File: src/logic/rsw_pkg.sv
// Constants, types and register map for the reset and wake-up controller.
// Assumes a single 25 MHz system clock; all times become cycle counts here.
package rsw_pkg;

  // System clock rate and the documented hold and wake times
  localparam int CLK_HZ = 25_000_000;
  localparam int CLK_PER_MS = CLK_HZ / 1000;
  localparam int POR_MS = 18;
  localparam int HXT_MS = 2;
  localparam int HXT_EXTRA_CLK = 32;
  localparam int LXT_MS = 500;
  localparam int RC_CLK = 34;

  // Cycle counts derived from the times above
  localparam int POR_CYC = CLK_PER_MS * POR_MS;
  localparam int HXT_CYC = CLK_PER_MS * HXT_MS + HXT_EXTRA_CLK;
  localparam int LXT_CYC = CLK_PER_MS * LXT_MS;
  localparam int RC_CYC = RC_CLK;

  // Hold counter width covers the longest (low crystal) delay
  localparam int HOLD_W = 24;

  // Watchdog: prescaler divides the clock, counter times out at its top
  localparam logic [7:0] WDOG_PRE_TOP = 8'hff;
  localparam logic [7:0] WDOG_CNT_TOP = 8'hff;

  // Register byte offsets on the bus
  localparam logic [3:0] ADR_CTRL = 4'h0;
  localparam logic [3:0] ADR_WAKE = 4'h4;
  localparam logic [3:0] ADR_STAT = 4'h8;
  localparam logic [3:0] ADR_KICK = 4'hc;

  // Status register bit positions
  localparam int STAT_TO = 0;
  localparam int STAT_PD = 1;
  localparam int STAT_GIE = 2;
  localparam int STAT_SLEEP = 3;
  localparam int STAT_RESET = 4;

  // Wake vector addresses loaded into the program counter
  localparam int PC_W = 12;
  localparam logic [11:0] PC_RESET = 12'h000;
  localparam logic [11:0] VEC_EXT = 12'h003;
  localparam logic [11:0] VEC_P6 = 12'h006;
  localparam logic [11:0] VEC_CONV = 12'h015;

  // Oscillator option, fixed by the chip configuration
  typedef enum logic [1:0] {
    OSC_RC = 2'h0,
    OSC_HXT = 2'h1,
    OSC_LXT = 2'h2
  } rsw_osc_e;

  typedef enum logic [1:0] {ST_HOLD, ST_RUN, ST_SLEEP, ST_WAKE} rsw_state_e;

  typedef enum logic [1:0] {WK_EXT, WK_P6, WK_CONV, WK_P57} rsw_wake_e;

  // Control register fields, bit 6 downward
  typedef struct packed {
    logic conv_done_irq_en;
    logic port6_change_irq_en;
    logic ext_pin_irq_en;
    logic conv_done_wake_en;
    logic port6_change_wake_en;
    logic ext_pin_wake_en;
    logic wdog_en;
  } rsw_ctrl_s;

  localparam int CTRL_W = 7;
  localparam logic [6:0] CTRL_RST = 7'h00;
  localparam logic [15:0] WAKE_RST = 16'h0000;

endpackage : rsw_pkg

File: src/logic/rsw_ctrl.sv
// Reset, sleep and wake-up controller for a small 8-bit core.
// Assumes one 25 MHz clock, a classic Wishbone master and core strobes
// on the same clock; pins arrive asynchronous and are synchronised here.
//
// Overview of operation
// - Reset on power-up, clear pin, watchdog timeout
// - Power-on reset held about 18 ms
// - Pin/watchdog reset length depends on oscillator
// - Reset zeroes program counter, oscillator runs
// - Reset forces all port pins to input
// - Reset clears watchdog counter and prescaler
// - Reset returns control bits to defaults
// - Sleep instruction powers down, clears watchdog
// - Wake waits oscillator-dependent time before resuming
// - Enabled pin, port, conversion events wake
// - Pin/watchdog wake resets, flags record cause
// - Other wakes resume or jump to vector
// - Port 5/7 wake never raises an interrupt
//
// Decided for this implementation: the Wishbone register port and the address map.
`timescale 1ns/1ps
module rsw_ctrl #(
  parameter int POR_CYC_P = rsw_pkg::POR_CYC,
  parameter int HXT_CYC_P = rsw_pkg::HXT_CYC,
  parameter int LXT_CYC_P = rsw_pkg::LXT_CYC
) (
  input wire logic clk_i,
  input wire logic rst_i,
  input wire logic wb_cyc_i,
  input wire logic wb_stb_i,
  input wire logic wb_we_i,
  input wire logic [3:0] wb_adr_i,
  input wire logic [3:0] wb_sel_i,
  input wire logic [31:0] wb_dat_i,
  output logic [31:0] wb_dat_o,
  output logic wb_ack_o,
  input wire rsw_pkg::rsw_osc_e osc_mode_i,
  input wire logic clear_n_i,
  input wire logic ext_interrupt_pin_i,
  input wire logic [7:0] port5_i,
  input wire logic [7:0] port6_i,
  input wire logic [7:0] port7_i,
  input wire logic conv_done_i,
  input wire logic sleep_instruction_i,
  input wire logic global_irq_on_instr_i,
  input wire logic global_irq_off_instr_i,
  output logic core_rst_o,
  output logic core_halt_o,
  output logic osc_run_o,
  output logic port_force_input_o,
  output logic program_counter_load_o,
  output logic [11:0] program_counter_o
);
  import rsw_pkg::*;

  localparam int PIN_W = 26;
  localparam int PIN_CLR = 25;
  localparam int PIN_EXT = 24;

  rsw_state_e st_q;
  rsw_wake_e wake_q;
  rsw_wake_e wake_sel;
  rsw_ctrl_s ctrl_q;
  logic [HOLD_W-1:0] cnt_q;
  logic [HOLD_W-1:0] mode_len;
  logic [PIN_W-1:0] pin_s1_q;
  logic [PIN_W-1:0] pin_s2_q;
  logic [PIN_W-1:0] pin_s3_q;
  logic [PIN_W-1:0] pin_chg;
  logic [15:0] wake_mask_q;
  logic [7:0] wdog_pre_q;
  logic [7:0] wdog_cnt_q;
  logic wdog_tick;
  logic wdog_to;
  logic clr_low;
  logic rst_cause;
  logic wake_any;
  logic wake_irq;
  logic [11:0] wake_vec;
  logic run_irq;
  logic [11:0] run_vec;
  logic to_q;
  logic pd_q;
  logic gie_q;
  logic load_q;
  logic [11:0] pc_q;
  logic ack_q;
  logic [31:0] dat_q;
  logic bus_req;
  logic bus_wr;
  logic kick;
  logic [31:0] rd_mux;

  // Pins are asynchronous: two stages, then a third for change detection
  always_ff @(posedge clk_i) begin
    if (rst_i) begin
      pin_s1_q <= '1;
      pin_s2_q <= '1;
      pin_s3_q <= '1;
    end else begin
      pin_s1_q <= {clear_n_i, ext_interrupt_pin_i, port5_i, port6_i, port7_i};
      pin_s2_q <= pin_s1_q;
      pin_s3_q <= pin_s2_q;
    end
  end

  // Any edge on a pin counts as a change
  assign pin_chg = pin_s2_q ^ pin_s3_q;
  assign clr_low = ~pin_s2_q[PIN_CLR];

  // Watchdog divider tick and timeout
  assign wdog_tick = (wdog_pre_q == WDOG_PRE_TOP);
  assign wdog_to = ctrl_q.wdog_en & wdog_tick &
                   (wdog_cnt_q == WDOG_CNT_TOP);
  assign rst_cause = clr_low | wdog_to;

  // Reset and wake length from the oscillator option
  always_comb begin
    unique case (osc_mode_i)
      OSC_HXT: mode_len = HOLD_W'(HXT_CYC_P - 1);
      OSC_LXT: mode_len = HOLD_W'(LXT_CYC_P - 1);
      default: mode_len = HOLD_W'(RC_CYC - 1);
    endcase
  end

  // Wake source choice; reset causes are handled by the state machine
  always_comb begin
    wake_any = 1'b1;
    wake_sel = WK_EXT;
    if (ctrl_q.ext_pin_wake_en & pin_chg[PIN_EXT]) begin
      wake_sel = WK_EXT;
    end else if (ctrl_q.port6_change_wake_en & |pin_chg[15:8]) begin
      wake_sel = WK_P6;
    end else if (ctrl_q.conv_done_wake_en & conv_done_i) begin
      wake_sel = WK_CONV;
    end else if (|(pin_chg[23:16] & wake_mask_q[7:0]) |
                 |(pin_chg[7:0] & wake_mask_q[15:8])) begin
      wake_sel = WK_P57;
    end else begin
      wake_any = 1'b0;
    end
  end

  // Whether the finished wake jumps, and to where
  always_comb begin
    wake_irq = 1'b0;
    wake_vec = PC_RESET;
    unique case (wake_q)
      WK_EXT: begin
        wake_irq = ctrl_q.ext_pin_irq_en;
        wake_vec = VEC_EXT;
      end
      WK_P6: begin
        wake_irq = ctrl_q.port6_change_irq_en;
        wake_vec = VEC_P6;
      end
      WK_CONV: begin
        wake_irq = ctrl_q.conv_done_irq_en;
        wake_vec = VEC_CONV;
      end
      WK_P57: begin
        wake_irq = 1'b0;
        wake_vec = PC_RESET;
      end
    endcase
  end

  // Awake, events are plain interrupts; wake enables play no part
  always_comb begin
    run_irq = gie_q;
    run_vec = VEC_EXT;
    if (ctrl_q.ext_pin_irq_en & pin_chg[PIN_EXT]) begin
      run_vec = VEC_EXT;
    end else if (ctrl_q.port6_change_irq_en & |pin_chg[15:8]) begin
      run_vec = VEC_P6;
    end else if (ctrl_q.conv_done_irq_en & conv_done_i) begin
      run_vec = VEC_CONV;
    end else begin
      run_irq = 1'b0;
    end
  end

  // Main sequence; a held-low clear pin keeps reloading the hold time
  always_ff @(posedge clk_i) begin
    if (rst_i) begin
      st_q <= ST_HOLD;
      cnt_q <= HOLD_W'(POR_CYC_P - 1);
      wake_q <= WK_EXT;
    end else if ((st_q != ST_HOLD && rst_cause) ||
                 (st_q == ST_HOLD && clr_low)) begin
      st_q <= ST_HOLD;
      cnt_q <= mode_len;
    end else begin
      unique case (st_q)
        ST_HOLD: begin
          if (cnt_q == '0) begin
            st_q <= ST_RUN;
          end else begin
            cnt_q <= cnt_q - 1'b1;
          end
        end
        ST_RUN: begin
          if (sleep_instruction_i) begin
            st_q <= ST_SLEEP;
          end
        end
        ST_SLEEP: begin
          if (wake_any) begin
            st_q <= ST_WAKE;
            cnt_q <= mode_len;
            wake_q <= wake_sel;
          end
        end
        ST_WAKE: begin
          if (cnt_q == '0) begin
            st_q <= ST_RUN;
          end else begin
            cnt_q <= cnt_q - 1'b1;
          end
        end
      endcase
    end
  end

  // Program counter loads: zero after reset, vector after wake or event
  always_ff @(posedge clk_i) begin
    if (rst_i) begin
      load_q <= 1'b0;
      pc_q <= PC_RESET;
    end else begin
      load_q <= 1'b0;
      if (st_q == ST_HOLD && cnt_q == '0 && !clr_low) begin
        load_q <= 1'b1;
        pc_q <= PC_RESET;
      end else if (st_q == ST_WAKE && cnt_q == '0 && !rst_cause &&
                   gie_q && wake_irq) begin
        load_q <= 1'b1;
        pc_q <= wake_vec;
      end else if (st_q == ST_RUN && !rst_cause && run_irq) begin
        load_q <= 1'b1;
        pc_q <= run_vec;
      end
    end
  end

  // Global interrupt state follows the core's enable/disable strobes
  always_ff @(posedge clk_i) begin
    if (rst_i || st_q == ST_HOLD) begin
      gie_q <= 1'b0;
    end else if (global_irq_on_instr_i) begin
      gie_q <= 1'b1;
    end else if (global_irq_off_instr_i) begin
      gie_q <= 1'b0;
    end
  end

  // Cause flags; a set in the same cycle as a clear wins
  always_ff @(posedge clk_i) begin
    if (rst_i) begin
      to_q <= 1'b0;
      pd_q <= 1'b0;
    end else begin
      if (st_q != ST_HOLD && wdog_to) begin
        to_q <= 1'b1;
      end else if (bus_wr && wb_adr_i == ADR_STAT && wb_sel_i[0] &&
                   wb_dat_i[STAT_TO]) begin
        to_q <= 1'b0;
      end
      if (st_q == ST_RUN && sleep_instruction_i && !rst_cause) begin
        pd_q <= 1'b1;
      end else if (bus_wr && wb_adr_i == ADR_STAT && wb_sel_i[0] &&
                   wb_dat_i[STAT_PD]) begin
        pd_q <= 1'b0;
      end
    end
  end

  // Watchdog keeps counting in sleep so it can still end a hang
  always_ff @(posedge clk_i) begin
    if (rst_i || st_q == ST_HOLD || kick ||
        (st_q == ST_RUN && sleep_instruction_i)) begin
      wdog_pre_q <= 8'h00;
      wdog_cnt_q <= 8'h00;
    end else if (ctrl_q.wdog_en) begin
      wdog_pre_q <= wdog_pre_q + 8'h01;
      if (wdog_tick) begin
        wdog_cnt_q <= wdog_cnt_q + 8'h01;
      end
    end
  end

  // Bus slave: one wait state, every access answered, unmapped reads 0
  assign bus_req = wb_cyc_i & wb_stb_i & ~ack_q;
  assign bus_wr = bus_req & wb_we_i;
  assign kick = bus_wr & (wb_adr_i == ADR_KICK);

  // Control bits return to defaults for every reset
  always_ff @(posedge clk_i) begin
    if (rst_i || st_q == ST_HOLD) begin
      ctrl_q <= rsw_ctrl_s'(CTRL_RST);
      wake_mask_q <= WAKE_RST;
    end else if (bus_wr) begin
      if (wb_adr_i == ADR_CTRL && wb_sel_i[0]) begin
        ctrl_q <= rsw_ctrl_s'(wb_dat_i[CTRL_W-1:0]);
      end
      if (wb_adr_i == ADR_WAKE && wb_sel_i[0]) begin
        wake_mask_q[7:0] <= wb_dat_i[7:0];
      end
      if (wb_adr_i == ADR_WAKE && wb_sel_i[1]) begin
        wake_mask_q[15:8] <= wb_dat_i[15:8];
      end
    end
  end

  // Read selection
  always_comb begin
    rd_mux = 32'h0000_0000;
    unique case (wb_adr_i)
      ADR_CTRL: rd_mux[CTRL_W-1:0] = ctrl_q;
      ADR_WAKE: rd_mux[15:0] = wake_mask_q;
      ADR_STAT: begin
        rd_mux[STAT_TO] = to_q;
        rd_mux[STAT_PD] = pd_q;
        rd_mux[STAT_GIE] = gie_q;
        rd_mux[STAT_SLEEP] = (st_q == ST_SLEEP);
        rd_mux[STAT_RESET] = (st_q == ST_HOLD);
      end
      default: rd_mux = 32'h0000_0000;
    endcase
  end

  // Answer registered one cycle after the request is seen
  always_ff @(posedge clk_i) begin
    if (rst_i) begin
      ack_q <= 1'b0;
      dat_q <= 32'h0000_0000;
    end else begin
      ack_q <= bus_req;
      if (bus_req && !wb_we_i) begin
        dat_q <= rd_mux;
      end
    end
  end

  // Outputs decode registered state only
  assign wb_ack_o = ack_q;
  assign wb_dat_o = dat_q;
  assign core_rst_o = (st_q == ST_HOLD);
  assign port_force_input_o = (st_q == ST_HOLD);
  assign osc_run_o = (st_q != ST_SLEEP);
  assign core_halt_o = (st_q == ST_SLEEP) || (st_q == ST_WAKE);
  assign program_counter_load_o = load_q;
  assign program_counter_o = pc_q;
endmodule : rsw_ctrl

File: config.mk
export PLATFORM = sky130hd
export DESIGN_NAME = rsw_ctrl
export DESIGN_NICKNAME = d
export VERILOG_FILES = /design/src/logic/rsw_pkg.sv /design/src/logic/rsw_ctrl.sv
export SDC_FILE = /design/constraint.sdc
export NUM_CORES = 1
export LEC_CHECK = 0
export ABC_AREA = 1
export BUFFER_PORTS_ARGS = -buffer_cell sky130_fd_sc_hd__buf_2
export CAP_MARGIN = 20
export CORE_UTILIZATION = 45
export DETAILED_ROUTE_END_ITERATION = 6
export GPL_TIMING_DRIVEN = 0
export PLACE_DENSITY = 0.77
export SKIP_CTS_REPAIR_TIMING = 1
export SLEW_MARGIN = 15
export SYNTH_ARGS = -nofsm -noshare
export SYNTH_HDL_FRONTEND = slang
export SYNTH_SLANG_ARGS = --single-unit
File: constraint.sdc
create_clock -name clk_i -period 1.9 [get_ports clk_i]
set_input_delay 0 -clock clk_i [delete_from_list [all_inputs] [get_ports clk_i]]
set_output_delay 0 -clock clk_i [all_outputs]
set_load 0.01 [all_outputs]
==> flow_summary_export.csv, run 1 <==
group,metric,value,unit
status,status,"complete, but fails checks",
status,violations,"negative hold slack",
clock_tree,cts.path.max_buffers,2,
clock_tree,cts_made_buffers,17,
synthesis,ys_ff_latch,169,
power,power,10.1,mW
finish,multi_input_area,3880,um^2
floorplanning,fp-row-count,47,
global_route,grt_usage,20.9,%
synthesis,ys.warnings.count,0,
synthesis,async_reset_ff_share,0,%
sta,min_period,1.89,ns
routing,wl_per_cell,14.1,um
sta,tightest_slew,0.681,ns
synthesis,avgSynthCellArea,7.73,um^2
global_route,grt.busiest_layer,"met2",
global_route,grt_pass1_wl,29000,um
global_route,antenna_found_initial,1,
floorplanning,dieArea,17600,um^2
placement,place_ws,-0.240,ns
min_path,min_to,"wb_dat_o[5]",
synthesis,synthFlopType,"dfxtp_1",
finish,layout_commonest_cell,"nand2_1",
worst_setup_path,arrival,2.26,ns
sta,maxClockFrequency,0.529,GHz
worst_setup_path,r2r_cells,12,
sta,setup_viol,0,
finish,drive_above_1_share,28.3,%
worst_setup_path,regToRegEndpoint,"cnt_q[21]",
floorplanning,die-height,133,um
floorplanning,initial_utilization,46.2,%
worst_setup_path,cp-end-kind,"flip-flop",
clock_tree,htreeDepth,4,
sta,relSlewSlack,54.6,%
worst_setup_path,crit_fanout,7,
placement,dp_hpwl,13300,um
finish,final_cell_mix,"nand2_1, dfxtp_1, nor2_1",
global_route,overflow,0,
worst_setup_path,r2r-start,"wdog_pre_q[0]",
clock_tree,cts_tree,"done",
worst_setup_path,criticalPathCategory,"flip-flop to flip-flop",
clock_tree,clock-sinks,169,
routing,first_pass_iters,5,
synthesis,ys_seq_area_share,44.0,%
synthesis,yosysTopAreaCellShare,44.0,%
placement,port_buffers,83,
global_route,grtUsageMet3,4.79,%
worst_setup_path,r2r_slack,0.008,ns
global_route,first_global_vias,6059,
synthesis,yosys-top-cells-area,"dfxtp_1, nand2_1, nor2_1, or2_2, inv_1",
floorplanning,die_x,133,um
finish,filler_cell_count,1382,
routing,drtIter0Drc,439,
min_path,min_path_cells,4,
sta,rsz0062_at_grt,"true",
sta,whs,-0.0109,ns
worst_setup_path,start_kind,"flip-flop",
synthesis,synth-compound-area-share,7.98,%
finish,fin_area,9920,um^2
global_route,grtUsageMet1,26.9,%
floorplanning,core_area,16600,um^2
synthesis,synth_mux_area_share,0,%
synthesis,synth_adder_area_share,2.28,%
synthesis,netlist_instances,994,
clock_tree,clkTransAtPathRegs,0.07,ns
power,p_leak,4.44,nW
routing,drcViolationCount,0,
synthesis,synth_largest_area_cell,"dfxtp_1",
power,p_per_area,1020,nW/um^2
finish,area_growth_syn_to_layout,29.1,%
sta,fin_setup_tns,0,ns
power,ir_drop,0.673,mV
clock_tree,clk_latency,0.44,ns
sta,setup_slack,0.00836,ns
min_path,worstHoldPathType,"input pin to flip-flop",
global_route,met2_usage,33.6,%
synthesis,synth-edff-count,0,
clock_tree,clockRootBuffer,"clkbuf_16",
routing,vias,7024,
sta,period_share,99.6,%
min_path,worstHoldStart,"wb_adr_i[2]",
floorplanning,pin_count,127,
worst_setup_path,required,2.26,ns
synthesis,synth_cell_types,46,
routing,drtAntennaViolNets,0,
synthesis,synth-xor-area-share,4.10,%
routing,vias_per_cell,4.96,
synthesis,synth_simple_gate_area_share,32.0,%
run,drv_cap,0,
finish,seq_area,3400,um^2
sta,hold_viol_final,2,
placement,dpl_cell_area,8460,um^2
synthesis,synth_top_family_by_area,"simple AND/OR/NAND/NOR gates",
sta,skew,0.00976,ns
routing,wl,20000,um
global_route,grt_max_degree,17,
placement,gp_congestion,0.913,
synthesis,synthesis.area,7680,um^2
finish,fin_nets,1272,
sta,drv_slew,0,
-- cell usage after synthesis, types with 4 or more instances --
master	n
nand2_1	181
dfxtp_1	169
nor2_1	143
inv_1	84
or2_2	75
nand3_1	59
a21oi_1	38
o21ai_0	32
buf_4	26
xor2_1	19
xnor2_1	17
ha_1	14
clkbuf_1	13
nor3_1	13
nor2_2	12
nand3_2	10
a22oi_1	9
inv_2	9
buf_6	8
nand4_1	8
nand2_4	6
o21ai_1	6
buf_2	4
nand2_2	4
-- area by class of cell --
class	count	share of cell area, %
flip-flops and latches	169	34.2
multi-input cells	701	39.1
clock inverters	13	1.37
repair buffers	144	10.3
diodes	1	0.0252
inverters	94	3.68
plain buffers	54	4.12
well taps	220	2.77
clock buffers	19	4.46
-- sequential cells by signal, indices dropped and copies added, names as in the netlist, 2 cells and up --
signal             flops
program_counter_o      4
wb_dat_o              16
cnt_q                 24
wdog_cnt_q             8
pin_s2_q              26
pin_s1_q              26
ctrl_q                 7
wdog_pre_q             8
wake_mask_q           16
wake_q                 2
pin_s3_q              25
st_q                   2
-- stage by stage --
stage / util (%) / cells
2_1_floorplan: - / 1017
3_3_place_gp: 50.8 / 1320
3_5_place_dp: 50.8 / 1320
4_1_cts: 54.3 / 1352
5_1_grt: 59.6 / 1414
6_report: 59.6 / 1415
-- report_power, final --
part / total [mW] / switching (mW) / internal, mW / leakage [nW]
logic: 2.62 / 1.51 / 1.11 / 2.77
clock network: 3.41 / 1.53 / 1.88 / 0.284
registers: 4.04 / 0.246 / 3.80 / 1.38
total: 10.1 / 3.29 / 6.79 / 4.44
-- worst max-delay path, cell delays in order, from the launching register on --
cell     delay, ns
dfxtp_4       0.37
ha_4          0.15
nand3_4       0.09
nor3_4        0.20
nand2_4       0.13
o21ai_4       0.19
nand2_4       0.11
nand2_8       0.14
nand2_4       0.09
buf_6         0.15
nand2_2       0.06
a21oi_1       0.03
nor2_1        0.11
-- cells by family after synthesis --
group           Yosys count
buf+inv                 148
compound gates          105
fa+ha+maj                14
flops                   169
other cells               1
simple gates            521
xor+xnor                 36
-- routing by layer --
metal | routed length, um | vias up
met5 | 10 | -
met4 | 482 | 2
met3 | 1240 | 50
met2 | 9520 | 225
met1 | 8740 | 3273
li1 | - | 3474
-- worst max path at each step --
stage,start,to,cells past startpoint
after floorplan,st_q[0],wdog_pre_q[7],9
after global placement,st_q[0],wdog_cnt_q[7],9
after detailed placement,st_q[0],wdog_cnt_q[7],9
after global routing,wdog_pre_q[0],program_counter_o[4],13
after CTS,st_q[0],wdog_cnt_q[7],9
final,wdog_pre_q[0],cnt_q[21],12
(Power assumes the default switching activity.)
==> inputs of run 2 (changes only) <==
SETUP_SLACK_MARGIN = 0.05   (was not set)
==> run 2 against run 1 <==
  * The flow finishes with violations (negative hold slack, negative setup slack)
  * Combinational power increased by 6%
  * Critical path depth decreased by 1
  * Routed wire length increased by 0.90%
  * Count of clock-buffer cells in the layout unchanged
  * Final area increased by 0.92%
  * Utilization increased by 0.55 points
  * Critical path type unchanged
  * Largest cell class unchanged
==> flow_summary_export.csv, run 2 (synthesis gave the netlist of run 1 again) <==
group,metric,value,unit
clock_tree,cts.path.max_buffers,2,
finish,area_growth_syn_to_layout,30.3,%
worst_setup_path,cpMostUsedCell,"nand2_4",
finish,final_cell_mix,"nand2_1, dfxtp_1, nor2_1",
worst_setup_path,criticalPathCategory,"flip-flop to flip-flop",
clock_tree,clock-sinks,169,
floorplanning,pin_count,127,
status,status,"complete, but fails checks",
finish,fin_util,60.2,%
global_route,grt_max_degree,17,
sta,setup_viol,1,
worst_setup_path,crit_path_cell_trace,"ha_4 -> nand3_4 -> nor3_4 -> nand2_4 -> o21ai_4 -> nand2_4 -> nand2_8 -> buf_8 -> o21ai_0 -> nand2_1 -> nand3_1",
finish,filler_cell_count,1368,
finish,fin_nets,1274,
power,p_per_area,1020,nW/um^2
finish,top_regs,"pin_s1_q x26, pin_s2_q x26, pin_s3_q x25",
worst_setup_path,required,2.19,ns
finish,drive_above_1_share,29.2,%
worst_setup_path,critical_path.max_stage_delay,0.37,ns
sta,rsz0062_at_grt,"true",
clock_tree,clockRootBuffer,"clkbuf_16",
clock_tree,clk_latency,0.44,ns
floorplanning,core_area,16600,um^2
power,p_leak,4.46,nW
clock_tree,htreeDepth,4,
routing,drcViolationCount,0,
routing,vias,7081,
floorplanning,die-height,133,um
routing,drtAntennaViolNets,0,
finish,fin_cells,1417,
routing,wl_per_cell,14.2,um
sta,setup_slack,-0.0124,ns
routing,drtIter0Drc,394,
status,violations,"negative hold slack, negative setup slack",
worst_setup_path,crit_slowest_cell,"dfxtp_4",
power,ir_drop,0.675,mV
power,power,10.2,mW
global_route,first_global_vias,6059,
sta,whs,-0.00987,ns
routing,vias_per_cell,5.00,
clock_tree,cts_made_buffers,17,
floorplanning,dieArea,17600,um^2
sta,tightest_slew,0.668,ns
sta,drv_slew,0,
floorplanning,die_x,133,um
placement,gp_congestion,0.913,
worst_setup_path,arrival,2.20,ns
placement,port_buffers,83,
placement,place_ws,-0.240,ns
routing,first_pass_iters,6,
placement,dp_hpwl,13300,um
floorplanning,fp-row-count,47,
sta,period_share,101,%
clock_tree,cts_tree,"done",
floorplanning,initial_utilization,46.2,%
sta,hold_viol_final,2,
sta,min_period,1.91,ns
global_route,overflow,0,
clock_tree,clkTransAtPathRegs,0.07,ns
run,drv_cap,0,
min_path,worstHoldPathType,"input pin to flip-flop",
sta,maxClockFrequency,0.523,GHz
global_route,grt_pass1_wl,29000,um
worst_setup_path,crit_fanout,7,
global_route,antenna_found_initial,1,
routing,wl,20200,um
worst_setup_path,cp-end-kind,"flip-flop",
placement,post-place-cells,1320,
sta,skew,0.00907,ns
global_route,grt_usage,20.9,%
worst_setup_path,start_kind,"flip-flop",
finish,layout_commonest_cell,"nand2_1",
sta,relSlewSlack,55.5,%
## run 2: cell types whose count changed in the layout (fill, tap and decap cells not counted), moves of 2 or more
cell	delta
nand2_4	-2
nand3_1	-3
nand3_2	+3
o21ai_2	+2
nor2_2	+2
nand2_8	+2
nor2_1	-2
## run 2: path summary, 6_finish.rpt
check | startpoint | to | slack, ns | depth (start not counted)
max | wdog_pre_q[0] | cnt_q[14] | -0.01 | 11
min | wb_adr_i[2] | wb_dat_o[6] | -0.01 | 4
max reg2reg | wdog_pre_q[0] | cnt_q[14] | -0.01 | 11
min reg2reg | pin_s1_q[7] | pin_s2_q[7] | 0.41 | 1
## run 2: through the flow
step / TNS [ns] / area [um^2]
6_report: -0.0124 / 10000
5_1_grt: -1.62 / 10000
4_1_cts: -3.36 / 9040
3_5_place_dp: -2.36 / 8460
3_3_place_gp: -1.18 / 8460
2_1_floorplan: 0 / 7770
## run 2: worst max-delay path: cells and delay by family, from the launching register on
family	cells	cell delay, ns
simple gates	7	0.84
flops	1	0.37
compound gates	2	0.28
fa+ha+maj	1	0.15
buf+inv	1	0.14
## run 2: metal layers
metal	track usage [%]	part of all wire, %
met4	9.00	2.2
met1	26.9	43
met5	0	0.050
met2	33.6	48
met3	4.79	6.6
## run 2: layout make-up
| type | instances | area, um^2 | share of cell area [%] |
|---|---|---|---|
| Multi-Input combinational cell | 701 | 3940 | 39.3 |
| Sequential cell | 169 | 3400 | 33.9 |
| Clock buffer | 19 | 443 | 4.42 |
| Clock inverter | 13 | 136 | 1.36 |
| Tap cell | 220 | 275 | 2.75 |
| Inverter | 94 | 368 | 3.67 |
| Buffer | 54 | 422 | 4.21 |
| Timing Repair Buffer | 146 | 1040 | 10.3 |
| Antenna cell | 1 | 2.50 | 0.0250 |
## run 2: power breakdown
| group | internal (mW) | switching, mW | total, mW | leakage, nW |
|---|---|---|---|---|
| clock | 1.88 | 1.54 | 3.42 | 0.284 |
| sequential | 3.80 | 0.246 | 4.04 | 1.38 |
| combinational | 1.18 | 1.59 | 2.77 | 2.79 |
| total | 6.85 | 3.38 | 10.2 | 4.46 |
==> inputs of run 3 (changes only) <==
CORE_ASPECT_RATIO = 0.6   (was not set)
==> run 3 against run 2 <==
  * The flow finishes with violations (negative setup slack)
  * Hold slack improved by 0.041 ns
  * Final area rose by 1.3%
  * Critical path depth did not move
  * Die area barely moved
  * Via count rose by 1.4%
  * Worst setup slack got worse by 0.043 ns
  * Fmax fell by 2.2%
  * Highest routed layer is now met4
  * Register-to-register slack got worse by 0.04 ns
  * Total power rose by 3.3%
  * Sequential share of layout area fell by 0.39 points
  * First-iteration DRC count rose by 87%
  * Sequential cell count did not move
==> flow_summary_export.csv, run 3 (synthesis gave the netlist of run 1 again) <==
group,metric,value,unit
floorplanning,fp-row-count,36,
global_route,overflow,0,
sta,min_period,1.96,ns
status,status,"complete, but fails checks",
finish,drive_above_1_share,30.4,%
power,p_leak,4.50,nW
routing,wl_per_cell,14.9,um
worst_setup_path,crit_fanout,6,
sta,drv_slew,0,
placement,dp_hpwl,14400,um
finish,top_regs,"pin_s1_q x26, pin_s2_q x26, pin_s3_q x25",
clock_tree,clkTransAtPathRegs,0.07,ns
sta,fin_setup_tns,-0.397,ns
clock_tree,htreeDepth,4,
worst_setup_path,arrival,2.24,ns
finish,area_growth_syn_to_layout,32.0,%
sta,rsz0062_at_grt,"true",
placement,port_buffers,83,
floorplanning,die_x,171,um
global_route,grt_pass1_wl,30800,um
global_route,grt_usage,22.8,%
sta,whs,0.0314,ns
floorplanning,pin_count,127,
clock_tree,clockRootBuffer,"clkbuf_16",
finish,fin_nets,1282,
clock_tree,cts_made_buffers,17,
floorplanning,initial_utilization,46.7,%
routing,vias,7177,
finish,layout_commonest_cell,"nand2_1",
power,p_per_area,1040,nW/um^2
routing,wl,21400,um
worst_setup_path,criticalPathCategory,"flip-flop to flip-flop",
sta,maxClockFrequency,0.511,GHz
worst_setup_path,start_kind,"flip-flop",
routing,first_pass_iters,5,
placement,post-place-cells,1328,
worst_setup_path,required,2.18,ns
min_path,worstHoldPathType,"input pin to flip-flop",
run,drv_cap,0,
sta,skew,0.0149,ns
routing,drtAntennaViolNets,0,
sta,relSlewSlack,50.2,%
clock_tree,cts_tree,"done",
sta,setup_viol,14,
finish,final_cell_mix,"nand2_1, dfxtp_1, nor2_1",
floorplanning,core_area,16400,um^2
clock_tree,cts.path.max_buffers,2,
routing,vias_per_cell,5.00,
global_route,grt_max_degree,20,
finish,fin_cells,1435,
global_route,antenna_found_initial,3,
routing,drcViolationCount,0,
power,ir_drop,0.608,mV
sta,hold_viol_final,0,
routing,drtIter0Drc,736,
clock_tree,clock-sinks,169,
sta,setup_slack,-0.0555,ns
clock_tree,clk_latency,0.44,ns
sta,period_share,103,%
floorplanning,dieArea,17600,um^2
floorplanning,die-height,103,um
worst_setup_path,cp-end-kind,"flip-flop",
placement,gp_congestion,0.984,
sta,tightest_slew,0.747,ns
status,violations,"negative setup slack",
global_route,first_global_vias,6081,
-- run 3: cell types whose count changed in the layout (fill, tap and decap cells not counted), moves of 3 or more --
cell,before,now
buf_4,36,43
dfxtp_2,5,8
nand2_2,18,15
nor2_4,6,9
nand2_4,4,7
nand3_1,55,52
dfxtp_1,162,159
nor2_1,134,130
nand2_8,5,2
clkinv_8,1,6
-- run 3: per-stage QoR --
| step | total power, mW | util (%) | worst slack, ns | area, um^2 |
|---|---|---|---|---|
| floorplan | 5.69 | - | 0.212 | 7770 |
| global placement | 6.18 | 51.5 | -0.220 | 8470 |
| detailed placement | 6.25 | 51.5 | -0.258 | 8470 |
| CTS | 9.73 | 55.3 | -0.283 | 9080 |
| global route | 11.0 | 61.7 | -0.137 | 10100 |
| finish | 10.6 | 61.7 | -0.0555 | 10100 |
-- run 3: final cells by class --
type	instances	area, um^2
clock inverter	14	173
tap	228	285
fill	1361	6300
clock buffer	18	439
antenna	3	7.51
multi-input combinational	700	3940
sequential	169	3400
timing repair buffer	155	1140
inverter	94	367
buffer	54	398
-- run 3: critical path: stages, from the launching register on --
cell and delay (ns):
dfxtp_1 0.34, nor2_1 0.25, nand2_1 0.16, nor2_1 0.17, nand3_2 0.14, nand2_2 0.16
o21ai_4 0.10, nand2_8 0.13, nand2_8 0.08, clkbuf_16 0.16, nand2_1 0.05, nand3_1 0.06
-- run 3: layer usage --
layer / GRT usage (%) / wire length (um)
met1: 34.6 / 10000
met2: 31.6 / 8750
met3: 6.09 / 2250
met4: 5.68 / 329
met5: 0 / 0
-- run 3: worst paths after layout --
path / start / endpoint / slack (ns) / cells past startpoint
max reg2reg: cnt_q[18] / cnt_q[14] / -0.06 / 11
min: wb_adr_i[3] / wb_dat_o[5] / 0.03 / 4
max: cnt_q[18] / cnt_q[14] / -0.06 / 11
min reg2reg: pin_s1_q[8] / pin_s2_q[8] / 0.41 / 1
-- run 3: report_power, final --
group,internal [mW],switching (mW)
Clock,1.82,1.71
Combinational,1.33,1.67
Sequential,3.80,0.242
